## src/include/adc_port_pkg.sv

```systemverilog
// Shared constants for the converter parallel output port.
// ============================================================
// Functional notes
// - The output word is offset binary when the format select is high and two's complement when it is low.
// - The range overflow flag is high with any sample that was over or under range and low otherwise.
// - The output sample clock is a delayed copy of the encode clock so that receivers can follow the data.
// - Data word and overflow flag change just after each falling edge of the output sample clock and stay stable through the next rise.
// - While the output enable input i_output_enable_n is low, data, overflow flag and output sample clock are released to high impedance.
// - Acquisition starts at each falling encode edge and the sampled value is held at the next rising edge.
// ============================================================
package adc_port_pkg;
  // ============================================================
  // Structure
  localparam int unsigned WORD_WIDTH     = 14;
  localparam int unsigned PIPE_LATENCY   = 5;
  localparam int unsigned FIFO_DEPTH     = 32;
  localparam int unsigned SYNC_STAGES    = 2;
  // ============================================================
  // Timing of the system clock and encode source, kept for reference only; no check reads them
  localparam int unsigned SYS_CLK_HZ     = 20_000_000;
  localparam int unsigned ENC_MAX_SPS    = 80_000_000;
  localparam int unsigned ENC_MIN_SPS    = 1_000_000;
  localparam int unsigned ENC_MIN_HALF_NS = 6;
  // ============================================================
  // Reset values
  localparam logic        RST_CLOCK_OUT  = 1'b0;
  localparam logic        RST_FLAG       = 1'b0;
  localparam logic        RST_OE         = 1'b0;
endpackage : adc_port_pkg

```

## src/rtl/adc_parallel_output_port.sv

```systemverilog
// Output FIFO and top level of the converter parallel output port.
`timescale 1ns/1ns

// ============================================================
// FIFO
module adc_sample_fifo #(
  parameter int unsigned WIDTH = 15,
  parameter int unsigned DEPTH = adc_port_pkg::FIFO_DEPTH
) (
  input  wire logic                     i_clk_sys,
  input  wire logic                     i_resetn,
  input  wire logic                     i_in_valid,
  output logic                          o_in_ready,
  input  wire logic [WIDTH-1:0]         i_in_data,
  output logic                          o_out_valid,
  input  wire logic                     i_out_ready,
  output logic      [WIDTH-1:0]         o_out_data,
  output logic      [$clog2(DEPTH):0]   o_count
);
  localparam int unsigned AW = $clog2(DEPTH);

  logic [WIDTH-1:0] mem [DEPTH];
  logic [AW-1:0]    wr_ptr;
  logic [AW-1:0]    rd_ptr;
  logic [AW:0]      count;
  wire              push;
  wire              pop;
  wire  [AW-1:0]    last_ptr;

  assign last_ptr    = AW'(DEPTH - 1);
  assign o_in_ready  = (count != (AW+1)'(DEPTH));
  assign o_out_valid = (count != '0);
  assign push        = i_in_valid && o_in_ready;
  assign pop         = i_out_ready && o_out_valid;
  assign o_out_data  = mem[rd_ptr];
  assign o_count     = count;

  // Storage has no reset: the pointers and count say which words are valid.
  always_ff @(posedge i_clk_sys) begin
    if (push) begin
      mem[wr_ptr] <= i_in_data;
    end
  end

  always_ff @(posedge i_clk_sys or negedge i_resetn) begin
    if (!i_resetn) begin
      wr_ptr <= '0;
      rd_ptr <= '0;
      count  <= '0;
    end else begin
      if (push) begin
        wr_ptr <= (wr_ptr == last_ptr) ? '0 : wr_ptr + 1'b1;
      end
      if (pop) begin
        rd_ptr <= (rd_ptr == last_ptr) ? '0 : rd_ptr + 1'b1;
      end
      case ({push, pop})
        2'b10:   count <= count + 1'b1;
        2'b01:   count <= count - 1'b1;
        default: count <= count;
      endcase
    end
  end
endmodule : adc_sample_fifo

// ============================================================
// Top level
module adc_parallel_output_port #(
  parameter int unsigned WIDTH   = adc_port_pkg::WORD_WIDTH,
  parameter int unsigned LATENCY = adc_port_pkg::PIPE_LATENCY,
  parameter int unsigned DEPTH   = adc_port_pkg::FIFO_DEPTH
) (
  input  wire logic             i_clk_sys,
  input  wire logic             i_resetn,
  input  wire logic             i_encode_clock_input,
  input  wire logic [WIDTH-1:0] i_conv_code,
  input  wire logic             i_conv_over_range,
  input  wire logic             i_conv_under_range,
  input  wire logic             i_output_format_select,
  input  wire logic             i_output_enable_n,
  output logic      [WIDTH-1:0] o_data,
  output logic      [WIDTH-1:0] o_data_oe,
  output logic                  o_range_overflow_flag,
  output logic                  o_range_overflow_flag_oe,
  output logic                  o_output_sample_clock,
  output logic                  o_output_sample_clock_oe,
  output logic                  o_sample_accept
);
  localparam int unsigned FW = WIDTH + 1;
  localparam int unsigned CW = $clog2(DEPTH) + 1;
  localparam int unsigned SN = adc_port_pkg::SYNC_STAGES;

  // ============================================================
  // Pin synchronisers: stage 0 is read only by stage 1
  logic [SN-1:0]    enc_sync;
  logic [SN-1:0]    fmt_sync;
  logic [SN-1:0]    oen_sync;
  logic [SN-1:0]    ovr_sync;
  logic [SN-1:0]    und_sync;
  logic [WIDTH-1:0] code_meta;
  logic [WIDTH-1:0] code_sync;
  logic             enc_prev;

  always_ff @(posedge i_clk_sys or negedge i_resetn) begin
    if (!i_resetn) begin
      enc_sync  <= '0;
      fmt_sync  <= '0;
      oen_sync  <= '0;
      ovr_sync  <= '0;
      und_sync  <= '0;
      code_meta <= '0;
      code_sync <= '0;
    end else begin
      enc_sync  <= {enc_sync[SN-2:0], i_encode_clock_input};
      fmt_sync  <= {fmt_sync[SN-2:0], i_output_format_select};
      oen_sync  <= {oen_sync[SN-2:0], i_output_enable_n};
      ovr_sync  <= {ovr_sync[SN-2:0], i_conv_over_range};
      und_sync  <= {und_sync[SN-2:0], i_conv_under_range};
      code_meta <= i_conv_code;
      code_sync <= code_meta;
    end
  end

  // Edge history reads the second stage only, never the first.
  always_ff @(posedge i_clk_sys or negedge i_resetn) begin
    if (!i_resetn) begin
      enc_prev <= 1'b0;
    end else begin
      enc_prev <= enc_sync[SN-1];
    end
  end

  // ============================================================
  // Edge detection and decode
  wire             enc_level;
  wire             enc_rise;
  wire             enc_fall;
  wire             outputs_on;
  wire             in_ready;
  wire             out_valid;
  wire             primed;
  wire             pop;
  wire [FW-1:0]    in_word;
  wire [FW-1:0]    head_word;
  wire [CW-1:0]    fill;
  wire [WIDTH-1:0] msb_mask;
  wire [WIDTH-1:0] formatted;

  assign enc_level  = enc_sync[SN-1];
  assign enc_rise   = enc_level && !enc_prev;
  assign enc_fall   = !enc_level && enc_prev;
  assign outputs_on = oen_sync[SN-1];
  // Sample frozen at the rising encode edge that ends the acquisition
  // window opened at the preceding fall; the analog part lives outside.
  assign in_word    = {ovr_sync[SN-1] || und_sync[SN-1], code_sync};
  // Entries waiting in the FIFO stand for the conversion pipeline.
  // A hi-Z output stops draining, so the FIFO fills and refuses samples.
  // A backlog left by a long release is never trimmed, so the latency
  // stays longer than LATENCY until the next reset.
  assign primed     = (fill >= CW'(LATENCY));
  assign pop        = enc_fall && out_valid && outputs_on && primed;
  assign msb_mask   = {1'b1, {(WIDTH-1){1'b0}}};
  assign formatted  = fmt_sync[SN-1] ? head_word[WIDTH-1:0]
                                     : head_word[WIDTH-1:0] ^ msb_mask;

  adc_sample_fifo #(
    .WIDTH (FW),
    .DEPTH (DEPTH)
  ) u_fifo (
    .i_clk_sys   (i_clk_sys),
    .i_resetn    (i_resetn),
    .i_in_valid  (enc_rise),
    .o_in_ready  (in_ready),
    .i_in_data   (in_word),
    .o_out_valid (out_valid),
    .i_out_ready (pop),
    .o_out_data  (head_word),
    .o_count     (fill)
  );

  // ============================================================
  // Output registers
  // One register behind the synchroniser keeps the copy aligned
  // with the data update that follows its fall.
  always_ff @(posedge i_clk_sys or negedge i_resetn) begin
    if (!i_resetn) begin
      o_output_sample_clock <= adc_port_pkg::RST_CLOCK_OUT;
    end else begin
      o_output_sample_clock <= enc_level;
    end
  end

  always_ff @(posedge i_clk_sys or negedge i_resetn) begin
    if (!i_resetn) begin
      o_sample_accept <= 1'b0;
    end else begin
      o_sample_accept <= in_ready;
    end
  end

  // Word and flag load together so a receiver never pairs a word
  // with the flag of its neighbour.
  always_ff @(posedge i_clk_sys or negedge i_resetn) begin
    if (!i_resetn) begin
      o_data                <= '0;
      o_range_overflow_flag <= adc_port_pkg::RST_FLAG;
    end else if (pop) begin
      o_data                <= formatted;
      o_range_overflow_flag <= head_word[WIDTH];
    end
  end

  always_ff @(posedge i_clk_sys or negedge i_resetn) begin
    if (!i_resetn) begin
      o_data_oe                <= '0;
      o_range_overflow_flag_oe <= adc_port_pkg::RST_OE;
      o_output_sample_clock_oe <= adc_port_pkg::RST_OE;
    end else begin
      o_data_oe                <= {WIDTH{outputs_on}};
      o_range_overflow_flag_oe <= outputs_on;
      o_output_sample_clock_oe <= outputs_on;
    end
  end
endmodule : adc_parallel_output_port

```

## config.mk

```make
export PLATFORM = sky130hd
export DESIGN_NAME = adc_parallel_output_port
export DESIGN_NICKNAME = d
export VERILOG_FILES = /design/src/include/adc_port_pkg.sv /design/src/rtl/adc_parallel_output_port.sv
export SDC_FILE = /design/constraint.sdc
export NUM_CORES = 1
export LEC_CHECK = 0
export ABC_AREA = 1
export BUFFER_PORTS_ARGS = -buffer_cell sky130_fd_sc_hd__buf_2
export CAP_MARGIN = 20
export CELL_PAD_IN_SITES_DETAIL_PLACEMENT = 0
export CELL_PAD_IN_SITES_GLOBAL_PLACEMENT = 1
export CORE_ASPECT_RATIO = 2
export CORE_UTILIZATION = 25
export CTS_BUF_LIST = sky130_fd_sc_hd__clkbuf_2
export DETAILED_ROUTE_END_ITERATION = 10
export PLACE_DENSITY = 0.48
export SETUP_SLACK_MARGIN = 0.1
export SYNTH_ARGS = -nofsm -noshare
export SYNTH_HDL_FRONTEND = slang
export SYNTH_HIERARCHICAL = 1
export SYNTH_SLANG_ARGS = --single-unit
```

## constraint.sdc

```tcl
create_clock -name i_clk_sys -period 3.6 [get_ports i_clk_sys]
set_input_delay 0.18 -clock i_clk_sys [delete_from_list [all_inputs] [get_ports i_clk_sys]]
set_output_delay 0.18 -clock i_clk_sys [all_outputs]
set_load 0.01 [all_outputs]
```

* Word-level counts from Yosys, hierarchy flattened
Memories as Yosys holds them, arrays and structs flattened.
Index checks and enable logic that the tools add are counted.
** Cells by class
- $add $sub $neg :: 4
- Magnitude comparators :: 1
- Eq/ne operators :: 5
- Multiplexer cells :: 6
- Bitwise logic cells :: 1
- Reductions and logical operators :: 12
** Operators by type and width (number)
- $mux 14 :: 1
- $pmux 6 s2 :: 1
- $add 5x1->5 const B :: 2
- $eq 5x5->1 const B :: 2
- $mux 5 :: 2
- $logic_and 1x1->1 :: 7
- $add 6x1->6 const B :: 1
- $ge 6x3->1 const B :: 1
- $ne 6x6->1 const B :: 1
- $reduce_bool 6->1 :: 1
- $sub 6x1->6 const B :: 1
- $eq 2x1->1 const B :: 1
- $eq 2x2->1 const B :: 1
- $logic_not 1->1 :: 2
- $mux 1 :: 2
- $reduce_bool 2->1 :: 1
- $logic_or 1x1->1 :: 1
- $not 1->1 :: 1
** Storage, ports and cells
- Register bits after elaboration :: 73
- Memory bits (writable) :: 480
- Input bits :: 21
- Word-level logic and storage cells :: 46
- Memories kept :: 1
** Memories
- u_fifo.mem :: depth 32, bits a word 15, read ports 1, clocked after Yosys merged registers in 0, write ports 1, line adc_parallel_output_port.sv:22 : logic [WIDTH-1:0] mem [DEPTH];

* Depth between registers and ports, before layout
- Word-level depth :: 8
- Depth in mapped cells :: 19
- Depth with buffers taken out :: 18

* Modules after synthesis
Netlist, hierarchy kept.
** Modules (own cells, without submodules)
- adc_sample_fifo :: instances 1, cells an instance 2022, area each 21428.1 um^2, seq. area each 14814.2 um^2
- adc_parallel_output_port :: instances 1, cells an instance 133, area each 1830.5 um^2, seq. area each 1401.3 um^2

* Least setup slack after synthesis
Ideal clock, no wire load.
- Path type :: register -> register
- Start point :: register u_fifo.count[1] (netlist: u_fifo/o_count[1])
- End point :: register u_fifo.count[5] (netlist: u_fifo/o_count[5])
- Setup time :: 0.117 ns
- Data arrival time :: 2.602 ns
- Setup slack :: 0.881 ns
- Cell stages (with the launch flop) :: 20
- Path buffers :: 1
- Cells stage by stage :: dfrtp_1 > nor4_1 > nand2_1 > nand3_2 > nor2_8 > nand2_4 > buf_6 > inv_1 > nand2_2 > inv_1 > ha_1 > ha_1 > nand3_1 > nand3_1 > nand3_1 > nand2_1 > nand2_1 > nand2_1 > nand2_1 > nand2_1
** Between the ends
- Cells in the longest elaborated chain, start to end :: 7
- Elaborated cells between the ends (all ways) :: 14
- Those cells by class :: 2 x add/sub; 1 x order compare; 3 x eq/ne; 1 x mux; 7 x reduce/logical
** Ends and longest elaborated chain
- start: declaration :: line adc_parallel_output_port.sv:25 : logic [AW:0] count;
- start signal: assignment :: line adc_parallel_output_port.sv:58 : 2'b10: count <= count + 1'b1;
- start signal: assignment :: line adc_parallel_output_port.sv:59 : 2'b01: count <= count - 1'b1;
- start signal: assignment :: line adc_parallel_output_port.sv:60 : default: count <= count;
- $reduce_bool 6->1 * :: line adc_parallel_output_port.sv:32 : assign o_out_valid = (count != '0);
- net out_valid :: line adc_parallel_output_port.sv:140 : wire out_valid;
- $logic_and 1x1->1 * (3 in a row) :: line adc_parallel_output_port.sv:161 : assign pop = enc_fall && out_valid && outputs_on && primed;
- net pop :: line adc_parallel_output_port.sv:142 : wire pop;
- $logic_and 1x1->1 * :: line adc_parallel_output_port.sv:34 : assign pop = i_out_ready && o_out_valid;
- net u_fifo.pop :: line adc_parallel_output_port.sv:27 : wire pop;
- $eq 2x1->1 / $eq 2x2->1 (equally long branches) :: line adc_parallel_output_port.sv:57 : case ({push, pop})
- $pmux 6 s2 / $reduce_bool 2->1 (equally long branches)
Mark *: on every way through the listed nets, which the timed path passes. The rest lies on a longest branch.
A chain may end at the register's enable or synchronous reset.

* Worst setup path after layout
Ends and elaborated chain as after synthesis.

==> run summary <==
========================================================================================================
Hold-fix buffers at CTS ...................................................................           61
Gate count after technology mapping .......................................................        2,155
Max IR drop VDD ...........................................................................   0.000470 V
Clock buffer count from CTS ...............................................................          121
Number of antenna violations at the first check in global routing .........................            5
Effective utilization at floorplan ........................................................        0.253
Result of the run ......................................................................... finished clean
Class of the tightest hold or removal check ............................................... flip-flop to flip-flop
Critical path's top delay family .......................................................... simple AND/OR/NAND/NOR gates
Number of different library cells in the post-synthesis netlist ...........................           30
Stages on worst setup path ................................................................           17
Worst setup path endpoint ................................................................. u_fifo/o_count[5]
Max-Slew Margin vs Limit ..................................................................        0.264
Number of buffer and inverter stages on the critical path .................................            2
Final TNS setup ...........................................................................         0 ns
Maximum clock frequency ...................................................................      340 MHz
Sum of overflow across all layers after global routing ....................................            0
Number of top-level pins ..................................................................           54
Overall global routing resource usage .....................................................        0.163
Post-route clock skew .....................................................................    0.0904 ns
Post-CTS clock slew at the launch and capture registers of the worst setup and hold paths .      0.12 ns
Fraction of layout cells with a size suffix above 1 .......................................        0.152
Count of flip-flops with a built-in enable after synthesis ................................          480
#FFs+latches synth ........................................................................          552
Kind of end point of the critical path ....................................................    flip-flop
Data required time at the worst endpoint ..................................................      4.84 ns
Worst skew pair latency ...................................................................      1.35 ns
Setup repair after global routing missed its margin .......................................        false
Count of cells along the worst hold path ..................................................            0
Total clock sinks .........................................................................          552
Critical path peak fanout .................................................................           16
Via Count .................................................................................       15,615
Die ar. ...................................................................................   94,300 µm²
Fill count ................................................................................        9,682
Final core utilization ....................................................................        0.293
Source of the worst register-to-register timing path ...................................... u_fifo/o_count[1]
Number of buffers added on ports ..........................................................           53
Number of DRC markers after the initial detailed-route iteration ..........................          903
Maximum number of pins on one net before global-route repair ..............................          124
Post-Place Cell Area ......................................................................   25,200 µm²
Number of max-slew violations in the final report .........................................            0
Slowest Stage Delay on Critical Path ......................................................      0.46 ns
RePlAce Congestion ........................................................................        0.809
Commonest cells after routing, fill and taps aside ........................................ 729 x nand2_1, 480 x edfxtp_1, 315 x nand3_1
Max-cap viol count ........................................................................            0
Core Box Area .............................................................................   91,900 µm²
Count of synthesis-stage warnings from yosys ..............................................            6
Wirelength per Cell .......................................................................      20.7 µm
Prevailing post-synth register cell .......................................................     edfxtp_1
TritonCTS clock tree ......................................................................         done
Worst-path cell chain ..................................................................... nor4_1, nand2_1, nand3_2, nor2_8, nand2_4, inv_1, nand2_2, inv_1, ha_1, ha_1, nand3_1, nand3_1, nand3_1, nand3_1, nand2_1, nand2_1, nand2_1
Period Utilization, post-route ............................................................        0.817
Number of design rule violations left after detail routing ................................            0
Number of core rows .......................................................................          157
Total power per unit cell area ............................................................   643 nW/µm²
Per-instance average area after synthesis .................................................     10.8 µm²
HPWL Detailed .............................................................................    48,200 µm
Netlist Area Pre-Place ....................................................................   23,300 µm²
Min cycle time layout .....................................................................      2.94 ns
Post-Route WL .............................................................................    75,400 µm
Number of buffers inserted to repair setup after CTS ......................................            0
Leading cell type in the layout, fill and taps excluded ...................................      nand2_1
Worst EP arrival ..........................................................................      4.18 ns
Crit path from ............................................................................ u_fifo/o_count[1]
First-pass DRT Iterations .................................................................            5
Post-route antenna net violation count ....................................................            0
Sequential element share of the synthesized area ..........................................        0.697
Static leakage ............................................................................      11.1 nW
Final #Nets ...............................................................................        2,375
Largest buffer count on any clock path ....................................................            3
Startpoint types ..........................................................................    flip-flop
CP max stage cell .........................................................................       nor4_1
First-pass GRT wire length ................................................................   108,000 µm
R2R Path End .............................................................................. u_fifo/o_count[5]
Worst reg2reg path depth ..................................................................           17
Post-Synthesis Net Count ..................................................................        2,189
Root Buffer Master ........................................................................     clkbuf_2
Worst reg-to-reg setup slack ..............................................................      0.66 ns
Number of global-route vias before repair .................................................       15,708
Synthesis-to-finish area growth ...........................................................        15.8%
Number of instances resized during post-cts repair ........................................            0
Setup-violating endpoint count in the final report ........................................            0
Async set-reset flop share out of synthesis ...............................................        0.130
Height of the die .........................................................................       433 µm
Least-Margin Pin Slew .....................................................................      1.10 ns
CTS H-Tree Depth ..........................................................................            3
Horizontal extent of the die ..............................................................       218 µm
Kind of critical path ..................................................................... flip-flop to flip-flop
Final cell area excluding filler cells ....................................................   26,900 µm²
Final hold viol count .....................................................................            0
Post-detailed-route via-to-cell ratio .....................................................         4.29
========================================================================================================
[state kept, by name, summed over array words and instances, names as in the netlist]
| name | flops |
|---|---|
| u_fifo/wr_ptr | 5 |
| u_fifo/o_count | 6 |
| oen_sync | 2 |
| code_meta | 14 |
| o_output_sample_clock | 1 |
| u_fifo/mem | 480 |
| fmt_sync | 2 |
| u_fifo/rd_ptr | 5 |
| und_sync | 2 |
| o_data | 14 |
| enc_sync | 2 |
| code_sync | 14 |
| ovr_sync | 2 |
| o_sample_accept | 1 |
| o_range_overflow_flag | 1 |
| o_data_oe | 1 |
[report_power, final]
part | switching (mW) | internal, mW
logic | 4.11 | 1.58
registers | 0.311 | 7.26
clock network | 2.55 | 1.50
[how the worst min path moves through the flow]
stage | from | to | slack [ns]
2_1_floorplan | i_resetn | code_meta[0] | -0.12
3_3_place_gp | i_resetn | code_meta[12] | 0.25
3_5_place_dp | i_resetn | code_meta[13] | 0.26
4_1_cts | i_resetn | enc_sync[0] | 0.31
5_1_grt | code_meta[0] | code_sync[0] | 0.34
6_report | code_meta[0] | code_sync[0] | 0.30
[cells in the mapped netlist (all sizes together), types with 3 or more instances]
library cell / number / area (µm²)
ha: 12 / 150
nand2: 736 / 2790
clkbuf: 15 / 56.3
xnor2: 3 / 26.3
o21ai: 12 / 60.1
dfrtp: 72 / 1800
o211ai: 15 / 113
nor3: 33 / 165
edfxtp: 480 / 14400
inv: 268 / 1010
nand3: 316 / 1590
a21oi: 32 / 160
xor2: 3 / 26.3
nor2: 42 / 174
clkinv: 4 / 15.0
buf: 108 / 676
[final cells by class]
type,instances,area [µm²],share of cell area
Antenna cell,5,12.5,0.000465
Clock buffer,184,921,0.0342
Clock inverter,37,198,0.00734
Inverter,272,1030,0.0382
Multi-Input combinational cell,1208,5490,0.204
Sequential cell,552,16200,0.603
Tap cell,1192,1490,0.0554
Timing Repair Buffer,186,1560,0.0578
[routing by layer]
metal  share of wire  track usage  vias to the layer above
met2            0.55        0.309                      368
met4           0.063        0.103                        0
met1            0.35        0.161                     7606
met3           0.035       0.0280                      129
li1                -            -                     7512
met5               0            0                        -
[worst reg2reg max path: cells and delay by family (launching register included)]
family | cells | cell delay (ns)
simple gates | 13 | 1.61
buf+inv | 2 | 0.12
fa+ha+maj | 2 | 0.66
flops | 1 | 0.45
[kinds of logic (layout without fill, tap and decap cells)]
family | count (synthesis) | after routing | share of synthesized area
simple gates | 1129 | 1129 | 0.203
xor+xnor | 6 | 6 | 0.00226
fa+ha+maj | 13 | 13 | 0.00732
compound gates | 60 | 60 | 0.0147
buf+inv | 395 | 679 | 0.0755
flops | 552 | 552 | 0.697
other cells | 0 | 5 | 0
[per-stage QoR]
| stage | cells | setup WS [ns] | power (mW) | hold WS [ns] |
|---|---|---|---|---|
| finish | 3636 | 0.660 | 17.3 | 0.299 |
| global route | 3636 | 0.383 | 18.5 | 0.337 |
| CTS | 3631 | 0.656 | 17.7 | 0.307 |
| detailed placement | 3349 | 0.684 | 13.5 | 0.256 |
| global placement | 3348 | 0.598 | 13.5 | 0.248 |
| floorplan | 2155 | 0.881 | 11.1 | -0.116 |
No activity file was read; power rests on OpenSTA's default activity.
